File: src/hw/mct_pkg.sv
package mct_pkg;
    localparam logic [5:0] MCT_OFF_CTRL_A = 6'h00;
    localparam logic [5:0] MCT_OFF_CTRL_B = 6'h04;
    localparam logic [5:0] MCT_OFF_CNT_LO = 6'h08;
    localparam logic [5:0] MCT_OFF_CNT_HI = 6'h0c;
    localparam logic [5:0] MCT_OFF_CMP_LO = 6'h10;
    localparam logic [5:0] MCT_OFF_CMP_HI = 6'h14;
    localparam logic [5:0] MCT_OFF_CAP_LO = 6'h18;
    localparam logic [5:0] MCT_OFF_CAP_HI = 6'h1c;
    localparam logic [5:0] MCT_OFF_IRQ_STATUS = 6'h20;
    localparam logic [5:0] MCT_OFF_IRQ_MASK = 6'h24;
    localparam logic [7:0] MCT_RST_CTRL = 8'h00;
    localparam logic [15:0] MCT_RST_CMP = 16'h0000;
    localparam logic [1:0] MCT_RESP_OKAY = 2'b00;
    localparam logic [1:0] MCT_RESP_SLVERR = 2'b10;
    // Control A fields
    localparam int MCT_A_PAUSE = 7;
    localparam int MCT_A_CKSEL = 4;
    localparam int MCT_A_ON = 3;
    localparam int MCT_A_SRC = 0;
    // Control B fields
    localparam int MCT_B_EDGE = 6;
    localparam int MCT_B_CAPTURE_INPUT_ENABLE = 5;
    localparam int MCT_B_NCNT = 4;
    localparam int MCT_B_NCLK = 3;
    localparam int MCT_B_FILT = 2;
    localparam int MCT_B_CAPTURE_AUTO_CLEAR = 1;
    localparam int MCT_B_CMPCLR = 0;
    localparam logic [7:0] MCT_A_WMASK = 8'hfb;
    // Status bits
    localparam int MCT_IRQ_CAP = 0;
    localparam int MCT_IRQ_CMP = 1;
    localparam logic [2:0] MCT_CK_PWM = 3'b000;
    localparam logic [1:0] MCT_EDGE_OFF = 2'b00;
    localparam logic [1:0] MCT_EDGE_RISE = 2'b01;
    localparam logic [1:0] MCT_EDGE_FALL = 2'b10;
    localparam logic [1:0] MCT_EDGE_BOTH = 2'b11;
    localparam logic [2:0] MCT_FILT_SHORT = 3'd1;
    localparam logic [2:0] MCT_FILT_LONG = 3'd3;
    localparam logic [1:0] MCT_SLOW_TICK = 2'd3;
    localparam logic [6:0] MCT_PRE_RST = 7'h00;

    typedef struct packed {
        logic pause;
        logic [2:0] clk_sel;
        logic timer_on;
        logic spare;
        logic [1:0] src_sel;
    } mct_ctrl_a_s;

    typedef struct packed {
        logic [1:0] edge_sel;
        logic cap_en;
        logic samp_cnt;
        logic samp_clk;
        logic filt_en;
        logic cap_clr;
        logic cmp_clr;
    } mct_ctrl_b_s;

    typedef enum logic [0:0] {MCT_IDLE, MCT_RESP} mct_bus_e;
endpackage

File: src/hw/mct_motor_capture_timer.sv
// Added by the designer: the AXI4-Lite slave port and the register offsets.
`timescale 1ns/1ps
module mct_motor_capture_timer
    import mct_pkg::*;
#(
    parameter int CNT_W = 16
) (
    input wire logic aclk, // System clock, used as high-speed clock
    input wire logic aresetn, // Synchronous reset, active low
    input wire logic [5:0] s_axi_awaddr, // Write address
    input wire logic s_axi_awvalid, // Write address valid
    output logic s_axi_awready, // Write address ready
    input wire logic [31:0] s_axi_wdata, // Write data
    input wire logic [3:0] s_axi_wstrb, // Write strobes
    input wire logic s_axi_wvalid, // Write data valid
    output logic s_axi_wready, // Write data ready
    output logic [1:0] s_axi_bresp, // Write response
    output logic s_axi_bvalid, // Write response valid
    input wire logic s_axi_bready, // Write response ready
    input wire logic [5:0] s_axi_araddr, // Read address
    input wire logic s_axi_arvalid, // Read address valid
    output logic s_axi_arready, // Read address ready
    output logic [31:0] s_axi_rdata, // Read data
    output logic [1:0] s_axi_rresp, // Read response
    output logic s_axi_rvalid, // Read data valid
    input wire logic s_axi_rready, // Read data ready
    input wire logic pwm_periodic_signal, // Alternative count clock
    input wire logic hall_input_a, // Hall sensor a
    input wire logic hall_input_b, // Hall sensor b
    input wire logic hall_input_c, // Hall sensor c
    input wire logic general_capture_pin, // General capture input
    output logic irq // Level interrupt
);
    mct_ctrl_a_s ctrl_a_q;
    mct_ctrl_b_s ctrl_b_q;
    logic [CNT_W-1:0] cnt_q, cmp_q, cap_q;
    logic [1:0] sts_q, msk_q;
    logic on_q, pwm_q, raw_q, filt_q, sel_q, ck_q;
    logic [6:0] pre_q;
    logic [1:0] slow_q;
    logic [2:0] run_q;
    logic irq_q;

    // Write channel: address and data taken in any order, then response
    logic aw_hold_q, w_hold_q;
    logic [5:0] awaddr_q;
    logic [31:0] wdata_q;
    logic [3:0] wstrb_q;
    mct_bus_e wr_st_q, rd_st_q;
    logic [31:0] rdata_q;
    logic [1:0] rresp_q, bresp_q;

    wire aw_take = s_axi_awvalid && s_axi_awready;
    wire w_take = s_axi_wvalid && s_axi_wready;
    wire aw_have = aw_hold_q || aw_take;
    wire w_have = w_hold_q || w_take;
    wire wr_fire = aw_have && w_have && wr_st_q == MCT_IDLE;
    wire [5:0] wa = aw_hold_q ? awaddr_q : s_axi_awaddr;
    wire [31:0] wd = w_hold_q ? wdata_q : s_axi_wdata;
    wire [3:0] ws = w_hold_q ? wstrb_q : s_axi_wstrb;
    wire wr_lane = wr_fire && ws[0];
    wire wr_ok = wa == MCT_OFF_CTRL_A || wa == MCT_OFF_CTRL_B || wa == MCT_OFF_CNT_LO
        || wa == MCT_OFF_CNT_HI || wa == MCT_OFF_CMP_LO || wa == MCT_OFF_CMP_HI
        || wa == MCT_OFF_CAP_LO || wa == MCT_OFF_CAP_HI || wa == MCT_OFF_IRQ_STATUS
        || wa == MCT_OFF_IRQ_MASK;

    // Capture input path
    wire sel_in = ctrl_a_q.src_sel == 2'b00 ? hall_input_a :
        ctrl_a_q.src_sel == 2'b01 ? hall_input_b :
        ctrl_a_q.src_sel == 2'b10 ? hall_input_c : general_capture_pin;
    wire samp_tick = !ctrl_b_q.samp_clk || slow_q == MCT_SLOW_TICK;
    wire [2:0] need = ctrl_b_q.samp_cnt ? MCT_FILT_LONG : MCT_FILT_SHORT;
    wire path_lvl = ctrl_b_q.filt_en ? filt_q : raw_q;
    wire rise = path_lvl && !sel_q;
    wire fall = !path_lvl && sel_q;
    wire edge_hit = (ctrl_b_q.edge_sel == MCT_EDGE_RISE && rise)
        || (ctrl_b_q.edge_sel == MCT_EDGE_FALL && fall)
        || (ctrl_b_q.edge_sel == MCT_EDGE_BOTH && (rise || fall));
    wire cap_ev = edge_hit && ctrl_b_q.cap_en && ctrl_a_q.timer_on;

    // Counter clock: PWM edge or prescaler carry
    wire [2:0] ck = ctrl_a_q.clk_sel;
    wire div_tick = ck != MCT_CK_PWM && pre_q[ck - 3'd1] && !ck_q;
    wire pwm_tick = ck == MCT_CK_PWM && pwm_periodic_signal && !pwm_q;
    wire cnt_tick = (div_tick || pwm_tick) && ctrl_a_q.timer_on && !ctrl_a_q.pause;
    wire cmp_hit = ctrl_a_q.timer_on && cnt_q == cmp_q;
    wire cmp_ev = cmp_hit && cnt_tick;
    wire on_rise = ctrl_a_q.timer_on && !on_q;

    logic [CNT_W-1:0] cnt_d;
    always_comb begin
        cnt_d = cnt_q;
        if (on_rise) begin
            cnt_d = '0;
        end else if (cap_ev && ctrl_b_q.cap_clr) begin
            cnt_d = '0;
        end else if (cmp_ev && ctrl_b_q.cmp_clr) begin
            cnt_d = '0;
        end else if (cnt_tick) begin
            cnt_d = cnt_q + 1'b1;
        end
    end

    wire [1:0] sts_set = {cmp_ev, cap_ev};
    wire [1:0] sts_clr = (wr_lane && wa == MCT_OFF_IRQ_STATUS) ? wd[1:0] : 2'b00;
    wire [1:0] sts_d = (sts_q & ~sts_clr) | sts_set;
    wire [1:0] msk_d = (wr_lane && wa == MCT_OFF_IRQ_MASK) ? wd[1:0] : msk_q;

    always_ff @(posedge aclk) begin
        if (!aresetn) begin
            cnt_q <= '0;
            cap_q <= '0;
            on_q <= 1'b0;
            pwm_q <= 1'b0;
            ck_q <= 1'b0;
            pre_q <= MCT_PRE_RST;
        end else begin
            on_q <= ctrl_a_q.timer_on;
            pwm_q <= pwm_periodic_signal;
            pre_q <= pre_q + 7'd1;
            ck_q <= ck == MCT_CK_PWM ? 1'b0 : pre_q[ck - 3'd1];
            cnt_q <= cnt_d;
            if (cap_ev) begin
                cap_q <= cnt_q;
            end
        end
    end

    // Filter: level accepted after identical run of samples
    always_ff @(posedge aclk) begin
        if (!aresetn) begin
            raw_q <= 1'b0;
            filt_q <= 1'b0;
            sel_q <= 1'b0;
            run_q <= 3'd0;
            slow_q <= 2'd0;
        end else begin
            raw_q <= sel_in;
            sel_q <= path_lvl;
            slow_q <= slow_q + 2'd1;
            if (samp_tick) begin
                if (raw_q == filt_q) begin
                    run_q <= 3'd0;
                end else if (run_q >= need) begin
                    filt_q <= raw_q;
                    run_q <= 3'd0;
                end else begin
                    run_q <= run_q + 3'd1;
                end
            end
        end
    end

    // Registers and interrupt; hardware set wins over clear
    always_ff @(posedge aclk) begin
        if (!aresetn) begin
            ctrl_a_q <= MCT_RST_CTRL;
            ctrl_b_q <= MCT_RST_CTRL;
            cmp_q <= MCT_RST_CMP;
            sts_q <= 2'b00;
            msk_q <= 2'b00;
            irq_q <= 1'b0;
        end else begin
            if (wr_lane && wa == MCT_OFF_CTRL_A) ctrl_a_q <= wd[7:0] & MCT_A_WMASK;
            if (wr_lane && wa == MCT_OFF_CTRL_B) ctrl_b_q <= wd[7:0];
            if (wr_lane && wa == MCT_OFF_CMP_LO) cmp_q[7:0] <= wd[7:0];
            if (wr_lane && wa == MCT_OFF_CMP_HI) cmp_q[15:8] <= wd[7:0];
            msk_q <= msk_d;
            sts_q <= sts_d;
            // Next values, so irq never lags a mask write
            irq_q <= |(sts_d & msk_d);
        end
    end

    // Bus channel state
    wire rd_take = s_axi_arvalid && s_axi_arready;
    logic [31:0] rd_mux;
    logic rd_ok;
    always_comb begin
        rd_mux = 32'h0000_0000;
        rd_ok = 1'b1;
        case (s_axi_araddr)
            MCT_OFF_CTRL_A: rd_mux[7:0] = ctrl_a_q;
            MCT_OFF_CTRL_B: rd_mux[7:0] = ctrl_b_q;
            MCT_OFF_CNT_LO: rd_mux[7:0] = cnt_q[7:0];
            MCT_OFF_CNT_HI: rd_mux[7:0] = cnt_q[15:8];
            MCT_OFF_CMP_LO: rd_mux[7:0] = cmp_q[7:0];
            MCT_OFF_CMP_HI: rd_mux[7:0] = cmp_q[15:8];
            MCT_OFF_CAP_LO: rd_mux[7:0] = cap_q[7:0];
            MCT_OFF_CAP_HI: rd_mux[7:0] = cap_q[15:8];
            MCT_OFF_IRQ_STATUS: rd_mux[1:0] = sts_q;
            MCT_OFF_IRQ_MASK: rd_mux[1:0] = msk_q;
            default: rd_ok = 1'b0;
        endcase
    end

    always_ff @(posedge aclk) begin
        if (!aresetn) begin
            aw_hold_q <= 1'b0;
            w_hold_q <= 1'b0;
            awaddr_q <= 6'h00;
            wdata_q <= 32'h0000_0000;
            wstrb_q <= 4'h0;
            wr_st_q <= MCT_IDLE;
            bresp_q <= MCT_RESP_OKAY;
            rd_st_q <= MCT_IDLE;
            rdata_q <= 32'h0000_0000;
            rresp_q <= MCT_RESP_OKAY;
        end else begin
            if (wr_fire) begin
                aw_hold_q <= 1'b0;
                w_hold_q <= 1'b0;
                wr_st_q <= MCT_RESP;
                bresp_q <= wr_ok ? MCT_RESP_OKAY : MCT_RESP_SLVERR;
            end else begin
                if (aw_take) begin
                    aw_hold_q <= 1'b1;
                    awaddr_q <= s_axi_awaddr;
                end
                if (w_take) begin
                    w_hold_q <= 1'b1;
                    wdata_q <= s_axi_wdata;
                    wstrb_q <= s_axi_wstrb;
                end
                if (wr_st_q == MCT_RESP && s_axi_bready) wr_st_q <= MCT_IDLE;
            end
            if (rd_take) begin
                rd_st_q <= MCT_RESP;
                rdata_q <= rd_mux;
                rresp_q <= rd_ok ? MCT_RESP_OKAY : MCT_RESP_SLVERR;
            end else if (rd_st_q == MCT_RESP && s_axi_rready) begin
                rd_st_q <= MCT_IDLE;
            end
        end
    end

    // Readies registered from the next channel state, so each is a flop
    logic awr_q, wr_q, arr_q;
    wire aw_hold_d = !wr_fire && aw_have;
    wire w_hold_d = !wr_fire && w_have;
    wire wr_resp_d = wr_fire || (wr_st_q == MCT_RESP && !s_axi_bready);
    wire rd_resp_d = rd_take || (rd_st_q == MCT_RESP && !s_axi_rready);
    always_ff @(posedge aclk) begin
        if (!aresetn) begin
            awr_q <= 1'b0;
            wr_q <= 1'b0;
            arr_q <= 1'b0;
        end else begin
            awr_q <= !aw_hold_d && !wr_resp_d;
            wr_q <= !w_hold_d && !wr_resp_d;
            arr_q <= !rd_resp_d;
        end
    end

    assign s_axi_awready = awr_q;
    assign s_axi_wready = wr_q;
    assign s_axi_arready = arr_q;
    assign s_axi_bvalid = wr_st_q == MCT_RESP;
    assign s_axi_bresp = bresp_q;
    assign s_axi_rvalid = rd_st_q == MCT_RESP;
    assign s_axi_rdata = rdata_q;
    assign s_axi_rresp = rresp_q;
    assign irq = irq_q;
endmodule

File: config.mk
export PLATFORM = sky130hd
export DESIGN_NAME = mct_motor_capture_timer
export DESIGN_NICKNAME = d
export VERILOG_FILES = /design/src/hw/mct_pkg.sv /design/src/hw/mct_motor_capture_timer.sv
export SDC_FILE = /design/constraint.sdc
export NUM_CORES = 1
export LEC_CHECK = 0
export ABC_AREA = 1
export BUFFER_PORTS_ARGS = -buffer_cell sky130_fd_sc_hd__buf_2
export CORE_MARGIN = 5
export CORE_UTILIZATION = 41
export CTS_CLUSTER_SIZE = 10
export DETAILED_ROUTE_END_ITERATION = 10
export GPL_ROUTABILITY_DRIVEN = 0
export PLACE_DENSITY_LB_ADDON = 0.15
export SETUP_SLACK_MARGIN = 0.02
export SYNTH_ARGS = -nofsm -noshare
export SYNTH_HDL_FRONTEND = slang
export SYNTH_SLANG_ARGS = --single-unit
File: constraint.sdc
create_clock -name aclk -period 2.5 [get_ports aclk]
set_clock_uncertainty 0.1 [all_clocks]
set_input_delay 0.25 -clock aclk [delete_from_list [all_inputs] [get_ports aclk]]
set_output_delay 0.25 -clock aclk [all_outputs]
set_load 0.03 [all_outputs]
# Word-level counts from Yosys, hierarchy flattened
# Index checks and enable logic that the tools add are counted.
dict set report op_classes {
  n_eq_ne 26
  add_sub_neg 5
  order_cmp 2
  muxes 23
  n_reduce_logical 85
  bitwise_logic 8
}
# operator n
set op_table {}
lappend op_table {{equality test 6 x 5 -> 1 bit (second input constant)} 8}
lappend op_table {{one-hot mux 6 bit (8 select lines)} 1}
lappend op_table {{logical AND 1 bit} 38}
lappend op_table {{equality test 6 x 4 -> 1 bit (second input constant)} 4}
lappend op_table {{equality test 6 bit (second input constant)} 4}
lappend op_table {{one-hot mux 2 bit (10 select lines)} 1}
lappend op_table {{logical OR 1 bit} 18}
lappend op_table {{adder 16 x 1 -> 16 bit (second input constant)} 1}
lappend op_table {{equality test 16 bit} 1}
lappend op_table {{logical NOT 1 bit} 14}
lappend op_table {{equality test 6 x 3 -> 1 bit (second input constant)} 2}
lappend op_table {{logical NOT 6 bit} 2}
lappend op_table {{2-to-1 mux 1 bit} 11}
lappend op_table {{2-to-1 mux 2 bit} 5}
lappend op_table {{OR reduction 10 bit} 1}
lappend op_table {{equality test 2 bit (second input constant)} 4}
lappend op_table {{2-to-1 mux 8 bit} 1}
lappend op_table {{adder 7 x 1 -> 7 bit (second input constant)} 1}
lappend op_table {{2-to-1 mux 3 bit} 2}
lappend op_table {{2-to-1 mux 6 bit} 1}
lappend op_table {{OR reduction 2 bit} 3}
lappend op_table {{bitwise AND 2 bit} 2}
lappend op_table {{equality test 2 x 1 -> 1 bit (second input constant)} 2}
lappend op_table {{less-than comparator 3 x 4 -> 1 bit (second input constant)} 1}
lappend op_table {{other kinds (16)} 21}
dict set report word_totals {
  output_inout_bits 42
  input_bits 60
  regBits 120
  elab_cells 189
}

# Longest topological paths before layout
dict set report logic_depth {
  depth_word 12
  ltp_mapped 14
  depth_no_buf 13
}

# Worst setup path before layout
# No wires, ideal clock.
dict set report synth_path {
  path_kind {reg-to-reg}
  startpoint {reg ctrl_a_q (netlist bit ck[0])}
  endpoint {reg cnt_q[10]}
  stages_incl_launch_ff 12
  path_buffers 1
  setup_ns 0.113
  period_less_slack_ns 1.907
  arrival_time_ns 1.693
  path_slack_ns 0.593
  required_ns 2.287
  cell_sequence {dfxtp_1 > inv_2 > ha_1 > ha_1 > nor2_1 > nand2_1 > nand4_1 > nand2_2 > nand4_1 > nand2_2 > buf_4 > nor2_1}
}
dict set report synth_between {
  elab_chain_cells 11
  word_cells_on_any_way 15
  cone_classes {add/sub: 1; mux: 2; reduce/logical: 12}
}
# element line_no
set synth_lines {}
lappend synth_lines {{start: declaration} mct_motor_capture_timer.sv:34} ;# mct_ctrl_a_s ctrl_a_q;
lappend synth_lines {{start signal: assignment} mct_motor_capture_timer.sv:164} ;# if (wr_lane && wa == MCT_OFF_CTRL_A) ctrl_a_q <= wd[7:0] & MCT_A_WMASK;
lappend synth_lines {{subtractor 3 x 1 -> 3 bit} mct_motor_capture_timer.sv:83} ;# wire div_tick = ck != MCT_CK_PWM && pre_q[ck - 3'd1] && !ck_q;
lappend synth_lines {{binary-select mux 1 bit (select 3 bit)} mct_motor_capture_timer.sv:83}
lappend synth_lines {{2-to-1 mux 1 bit (implied by the code)} mct_motor_capture_timer.sv:83}
lappend synth_lines {{logical AND 1 bit (2 in series)} mct_motor_capture_timer.sv:83}
lappend synth_lines {{logical OR 1 bit *} mct_motor_capture_timer.sv:85} ;# wire cnt_tick = (div_tick || pwm_tick) && ctrl_a_q.timer_on && !ctrl_a_q.pause;
lappend synth_lines {{logical AND 1 bit * (2 in series)} mct_motor_capture_timer.sv:85}
lappend synth_lines {{logical AND 1 bit} mct_motor_capture_timer.sv:87} ;# wire cmp_ev = cmp_hit && cnt_tick;
lappend synth_lines {{logical AND 1 bit} mct_motor_capture_timer.sv:97} ;# end else if (cmp_ev && ctrl_b_q.cmp_clr) begin
lappend synth_lines {{OR reduction 4 bit (no source line)} n/a}
lappend synth_lines {{end signal: assignment} mct_motor_capture_timer.sv:122} ;# cnt_q <= cnt_d;
lappend synth_lines {{end: declaration} mct_motor_capture_timer.sv:36} ;# logic [CNT_W-1:0] cnt_q, cmp_q, cap_q;
# Every way passes the cells marked *; elsewhere a longest branch is shown, timed or not. The select of a mux whose other input is x is not followed.
# A chain may end at the register's enable or synchronous reset.

# Worst setup path in the final report
dict set report layout_path {
  startpoint {reg aw_hold_q}
  endpoint {reg ctrl_a_q[1] (netlist bit)}
}
dict set report layout_between {
  elab_chain_cells 5
  word_cells_on_any_way 7
  cone_classes {mux: 1; reduce/logical: 6}
}
# element line_no
set layout_lines {}
lappend layout_lines {{start: declaration} mct_motor_capture_timer.sv:45} ;# logic aw_hold_q, w_hold_q;
lappend layout_lines {{start signal: assignment} mct_motor_capture_timer.sv:199} ;# aw_hold_q <= 1'b0;
lappend layout_lines {{start signal: assignment} mct_motor_capture_timer.sv:211} ;# aw_hold_q <= 1'b0;
lappend layout_lines {{start signal: assignment} mct_motor_capture_timer.sv:217} ;# aw_hold_q <= 1'b1;
lappend layout_lines {{parallel branches: the longest is 4 deep, another holds 2-to-1 mux 6 bit} n/a}
lappend layout_lines {{logical AND 1 bit *} mct_motor_capture_timer.sv:164}
# Mark *: on every way between the ends.

==> impl.org <==
** Setup path
- Together, buffers and inverters on the worst path number 1.
- Kind of cell adding the most delay to the critical path :: simple AND/OR/NAND/NOR gates
- Worst flop-to-flop path endpoint :: ctrl_a_q[1]$_SDFFE_PN0P_
- Data arrival time at the worst-slack endpoint :: 2.35 ns
- Required time of the critical path :: 2.69 ns
- Counting buffers and inverters, the worst setup path is 9 cells deep.
- Reg-to-reg startpoint :: aw_hold_q$_SDFFE_PP0P_
- Worst stage delay on the critical path :: 0.61 ns
- On the critical path, the stage with the largest delay is an instance of sky130_fd_sc_hd__dfxtp_1.
- The most critical setup path has its startpoint at aw_hold_q$_SDFFE_PP0P_.
- Worst Reg-to-Reg Cells :: 9
- Reg-to-reg slack, setup :: 0.35 ns
- In this run the worst setup path terminates at ctrl_a_q[1]$_SDFFE_PN0P_.
- Cell mode on critical path :: sky130_fd_sc_hd__nand2_4
- Traced cell by cell, the critical path runs through inv_4 > nand2_4 > nand3_4 > nor2_8 > nand2_4 > nor2_4 > nand3_2 > o21ai_0 > a21oi_1.
- STA classifies the critical path endpoint as a flop.
- Category of the worst setup path launch point :: flop
- Along the worst path, the maximum fanout reaches 14.
- Setup Crit Path Kind :: flop to flop

** Logic synthesis
- Number of enable flip-flop cells after synthesis :: 0
- Main synth FF type :: sky130_fd_sc_hd__dfxtp_1
- Cells after synthesis :: 919
- In the synthesized netlist the async set-or-reset flop fraction comes to 0%.
- Synthesis instantiated 45 different standard cells from the library.
- In the post-synthesis netlist, the cell with the most instances is sky130_fd_sc_hd__nand2_1.
- After synthesis, the most frequently instantiated cells are 209 x sky130_fd_sc_hd__nand2_1, 121 x sky130_fd_sc_hd__nor2_1, 118 x sky130_fd_sc_hd__dfxtp_1.
- Each instance of the synthesized netlist takes up on average 6.80 um^2.
- Fraction of post-synthesis cell area in the top cell type by area :: 37.8%
- Summed over all instances, the cell type with the most area after synthesis is sky130_fd_sc_hd__dfxtp_1.
- Summed instance area of the synthesized netlist :: 6250 um^2
- During synthesis, Yosys emitted a total of 0 warnings.
- Flops & latches, synth :: 118
- Biggest area contributors in the synthesized netlist :: sky130_fd_sc_hd__dfxtp_1 38%, sky130_fd_sc_hd__nand2_1 13%, sky130_fd_sc_hd__nor2_1 7.3%, sky130_fd_sc_hd__a21oi_1 6.0%, sky130_fd_sc_hd__inv_1 5.9%
- The share of the Yosys chip area taken by registers is 37.8%.

** Floorplanning
- In this run the vertical extent of the chip is 133 um.
- Width of the chip :: 133 um
- During I/O placement, the number of pins put on the boundary was 102.
- Initial cell density of the core :: 41.4%
- The floorplan has 45 rows.
- The die covers 17800 um^2.
- Area of the core :: 15100 um^2

** Global route
- The number of global-route vias before repair was 5328.
- Number of antenna violations at the first check in global routing :: 0
- The total overflow left after global routing is 0.
- Global routing used 19.1% of the available tracks across all layers.
- The first global-routing pass estimated 27.3 mm of wire.
- Largest net degree at the start of global routing :: 31

** Cells and area
- Compared with the post-synthesis result, the final layout area differs by 18.2%.
- Cells with a size suffix above 1 make up 12.7% of the layout.
- Fillcell total :: 1545
- The net count of the finished layout is 1060.
- Summing all non-filler instances in the final layout gives an area of 7380 um^2.
- The number of antenna diodes in the final layout is 0.

** Pwr
- Overall power consumption after layout is estimated at 4880 uW.
- For this design the static power due to leakage is 0.00323 uW.
- In this run the power density over the cells is 661 nW/um^2.
- Maximum VDD drop :: 0.000475 V

** Clock network
- Clock tree from TritonCTS :: done
- Post-CTS clock slew at the launch and capture registers of the worst setup and hold paths :: 0.06 ns
- Number of buffers added by the clock tree synthesis step :: 17
- Number of setup buffers added after CTS :: 0
- At the later pin of the worst-skew pair, clock insertion delay measures 0.42 ns.
- The clock tree synthesis step divided the H-tree into 4 levels.
- The root buffer cell chosen for the clock tree is sky130_fd_sc_hd__clkbuf_16.
- Number of clock sinks :: 118
- Longest Clk Path Bufs :: 2

** Placement
- Pre-CTS worst setup slack :: 0.393 ns
- Summing all placed instances gives a cell area of 6610 um^2.
- Dpl hpwl :: 12.1 mm
- Buffers placed on the I/O ports in this run total 48.

** Timing
- Final critical-path share of the clock period :: 86.2%
- The number of pins exceeding their max-slew limit in the final report was 0.
- Relative slew margins :: 58.9%
- Adding up every negative setup slack in the final design gives 0 ns.
- For the pin with the worst max-slew slack, the measured transition is 0.614 ns.
- The number of failing hold endpoints at the final stage came to 0.
- Setup repair after global routing left no endpoint under its margin.
- For this run, the top clock speed supported by timing is 464 MHz.
- Final Worst Setup Slack :: 0.346 ns
- Final setup violation count :: 0
- After layout, the minimum clock period comes to 2.15 ns.

** Worst hold path
- The worst hold path belongs to the class input pin to flop.
- Startpoint of the most critical hold path :: s_axi_awaddr[1]
- The worst hold path was traced through 3 stages.

** Flow run
- Max Cap Viol :: 0

** Detailed routing
- Average routed wire per standard cell :: 13.9 um
- Detailed Route WL :: 16.6 mm
- Remaining design rule violation count :: 0
- DR vias :: 5767
- After detailed routing, the number of vias per cell comes to 4.84.
- DRT Pass-1 Iters :: 5
- After the first detailed-routing iteration, the DRC count stood at 361.
- Number of nets still failing antenna checks after routing :: 0

** Status
- The run finished with clean final reports.
## kinds of logic (layout without fill, tap and decap cells)
| family | after synthesis | count (layout) | synth area share [%] |
|---|---|---|---|
| simple gates | 434 | 434 | 29.8 |
| compound gates | 173 | 173 | 14.9 |
| buf+inv | 161 | 221 | 12.4 |
| flops | 118 | 118 | 37.8 |
| xor+xnor | 23 | 23 | 3.22 |
| fa+ha+maj | 9 | 9 | 1.80 |
| other cells | 1 | 26 | 0.0600 |
## power by group
part / leakage (uW) / internal (uW) / switching, uW
combinational: 0.00199 / 133 / 300
clock: 0.000289 / 1580 / 900
sequential: 0.000956 / 1930 / 31.3
total: 0.00323 / 3650 / 1230
## tightest hold or removal path, delay by kind of cell
family,cells,cell delay (ns)
AO/OA/AOI/OAI,1,0.07
buffers and inverters,1,0.12
AND/OR/NAND/NOR,1,0.07
## metrics by stage
stage / utilization, % / std cells / hold slack [ns]
3_3_place_gp: 43.8 / 1143 / 0.309
6_report: 48.9 / 1192 / 0.0181
5_1_grt: 48.9 / 1192 / 0.0463
3_5_place_dp: 43.8 / 1143 / 0.318
4_1_cts: 48.9 / 1192 / 0.0110
2_1_floorplan: - / 944 / 0.243
## placed cells by master (no fill, tap or decap), types with 17 or more instances in the layout
master / instances
sky130_fd_sc_hd__buf_4: 17
sky130_fd_sc_hd__a21oi_1: 75
sky130_fd_sc_hd__conb_1: 26
sky130_fd_sc_hd__nand2_1: 209
sky130_fd_sc_hd__dfxtp_1: 118
sky130_fd_sc_hd__clkbuf_16: 17
sky130_fd_sc_hd__nand3_1: 60
sky130_fd_sc_hd__nor2_1: 121
sky130_fd_sc_hd__inv_1: 99
sky130_fd_sc_hd__buf_2: 48
sky130_fd_sc_hd__o21ai_0: 63
sky130_fd_sc_hd__dlygate4sd3_1: 17
## flip-flops by register name, summed over array words and instances, names as in the netlist, 2 cells and up
| register | count |
|---|---|
| cnt_q | 16 |
| slow_q | 2 |
| ctrl_a_q | 4 |
| cap_q | 16 |
| cmp_q | 16 |
| ck | 3 |
| wdata_q | 8 |
| run_q | 3 |
| msk_q | 2 |
| pre_q | 7 |
| awaddr_q | 6 |
| sts_q | 2 |
| ctrl_b_q | 8 |
| s_axi_rdata | 8 |
## what timing repair did
item                                    4_1_cts  5_1_grt
hold endpoints to repair                     16        0
hold buffers                                 17        0
endpoints found under the setup margin        0        0
resized for setup                             0        0
## cell type report
| class | count | area [um^2] | share of cell area, % |
|---|---|---|---|
| Multi-Input combinational cell | 665 | 3200 | 43.4 |
| Inverter | 105 | 404 | 5.47 |
| Tap cell | 188 | 235 | 3.19 |
| Clock inverter | 13 | 155 | 2.10 |
| Timing Repair Buffer | 84 | 578 | 7.83 |
| Sequential cell | 118 | 2360 | 32.0 |
| Clock buffer | 19 | 443 | 6.00 |
## metal layers
layer,global-route usage (%),share of wire [%]
met3,4.61,4.7
met5,0,0
met2,30.0,45
met4,5.94,1.9
met1,26.2,48
## worst min path at each step
| stage | end | slack [ns] |
|---|---|---|
| 2_1_floorplan | pwm_q$_SDFF_PN0_ | 0.24 |
| 3_3_place_gp | on_q$_SDFF_PN0_ | 0.31 |
| 3_5_place_dp | on_q$_SDFF_PN0_ | 0.32 |
| 4_1_cts | awaddr_q[1]$_SDFFE_PN0P_ | 0.01 |
| 5_1_grt | awaddr_q[1]$_SDFFE_PN0P_ | 0.05 |
| 6_report | awaddr_q[1]$_SDFFE_PN0P_ | 0.02 |
Note: power is estimated with default switching activity, not from simulation.
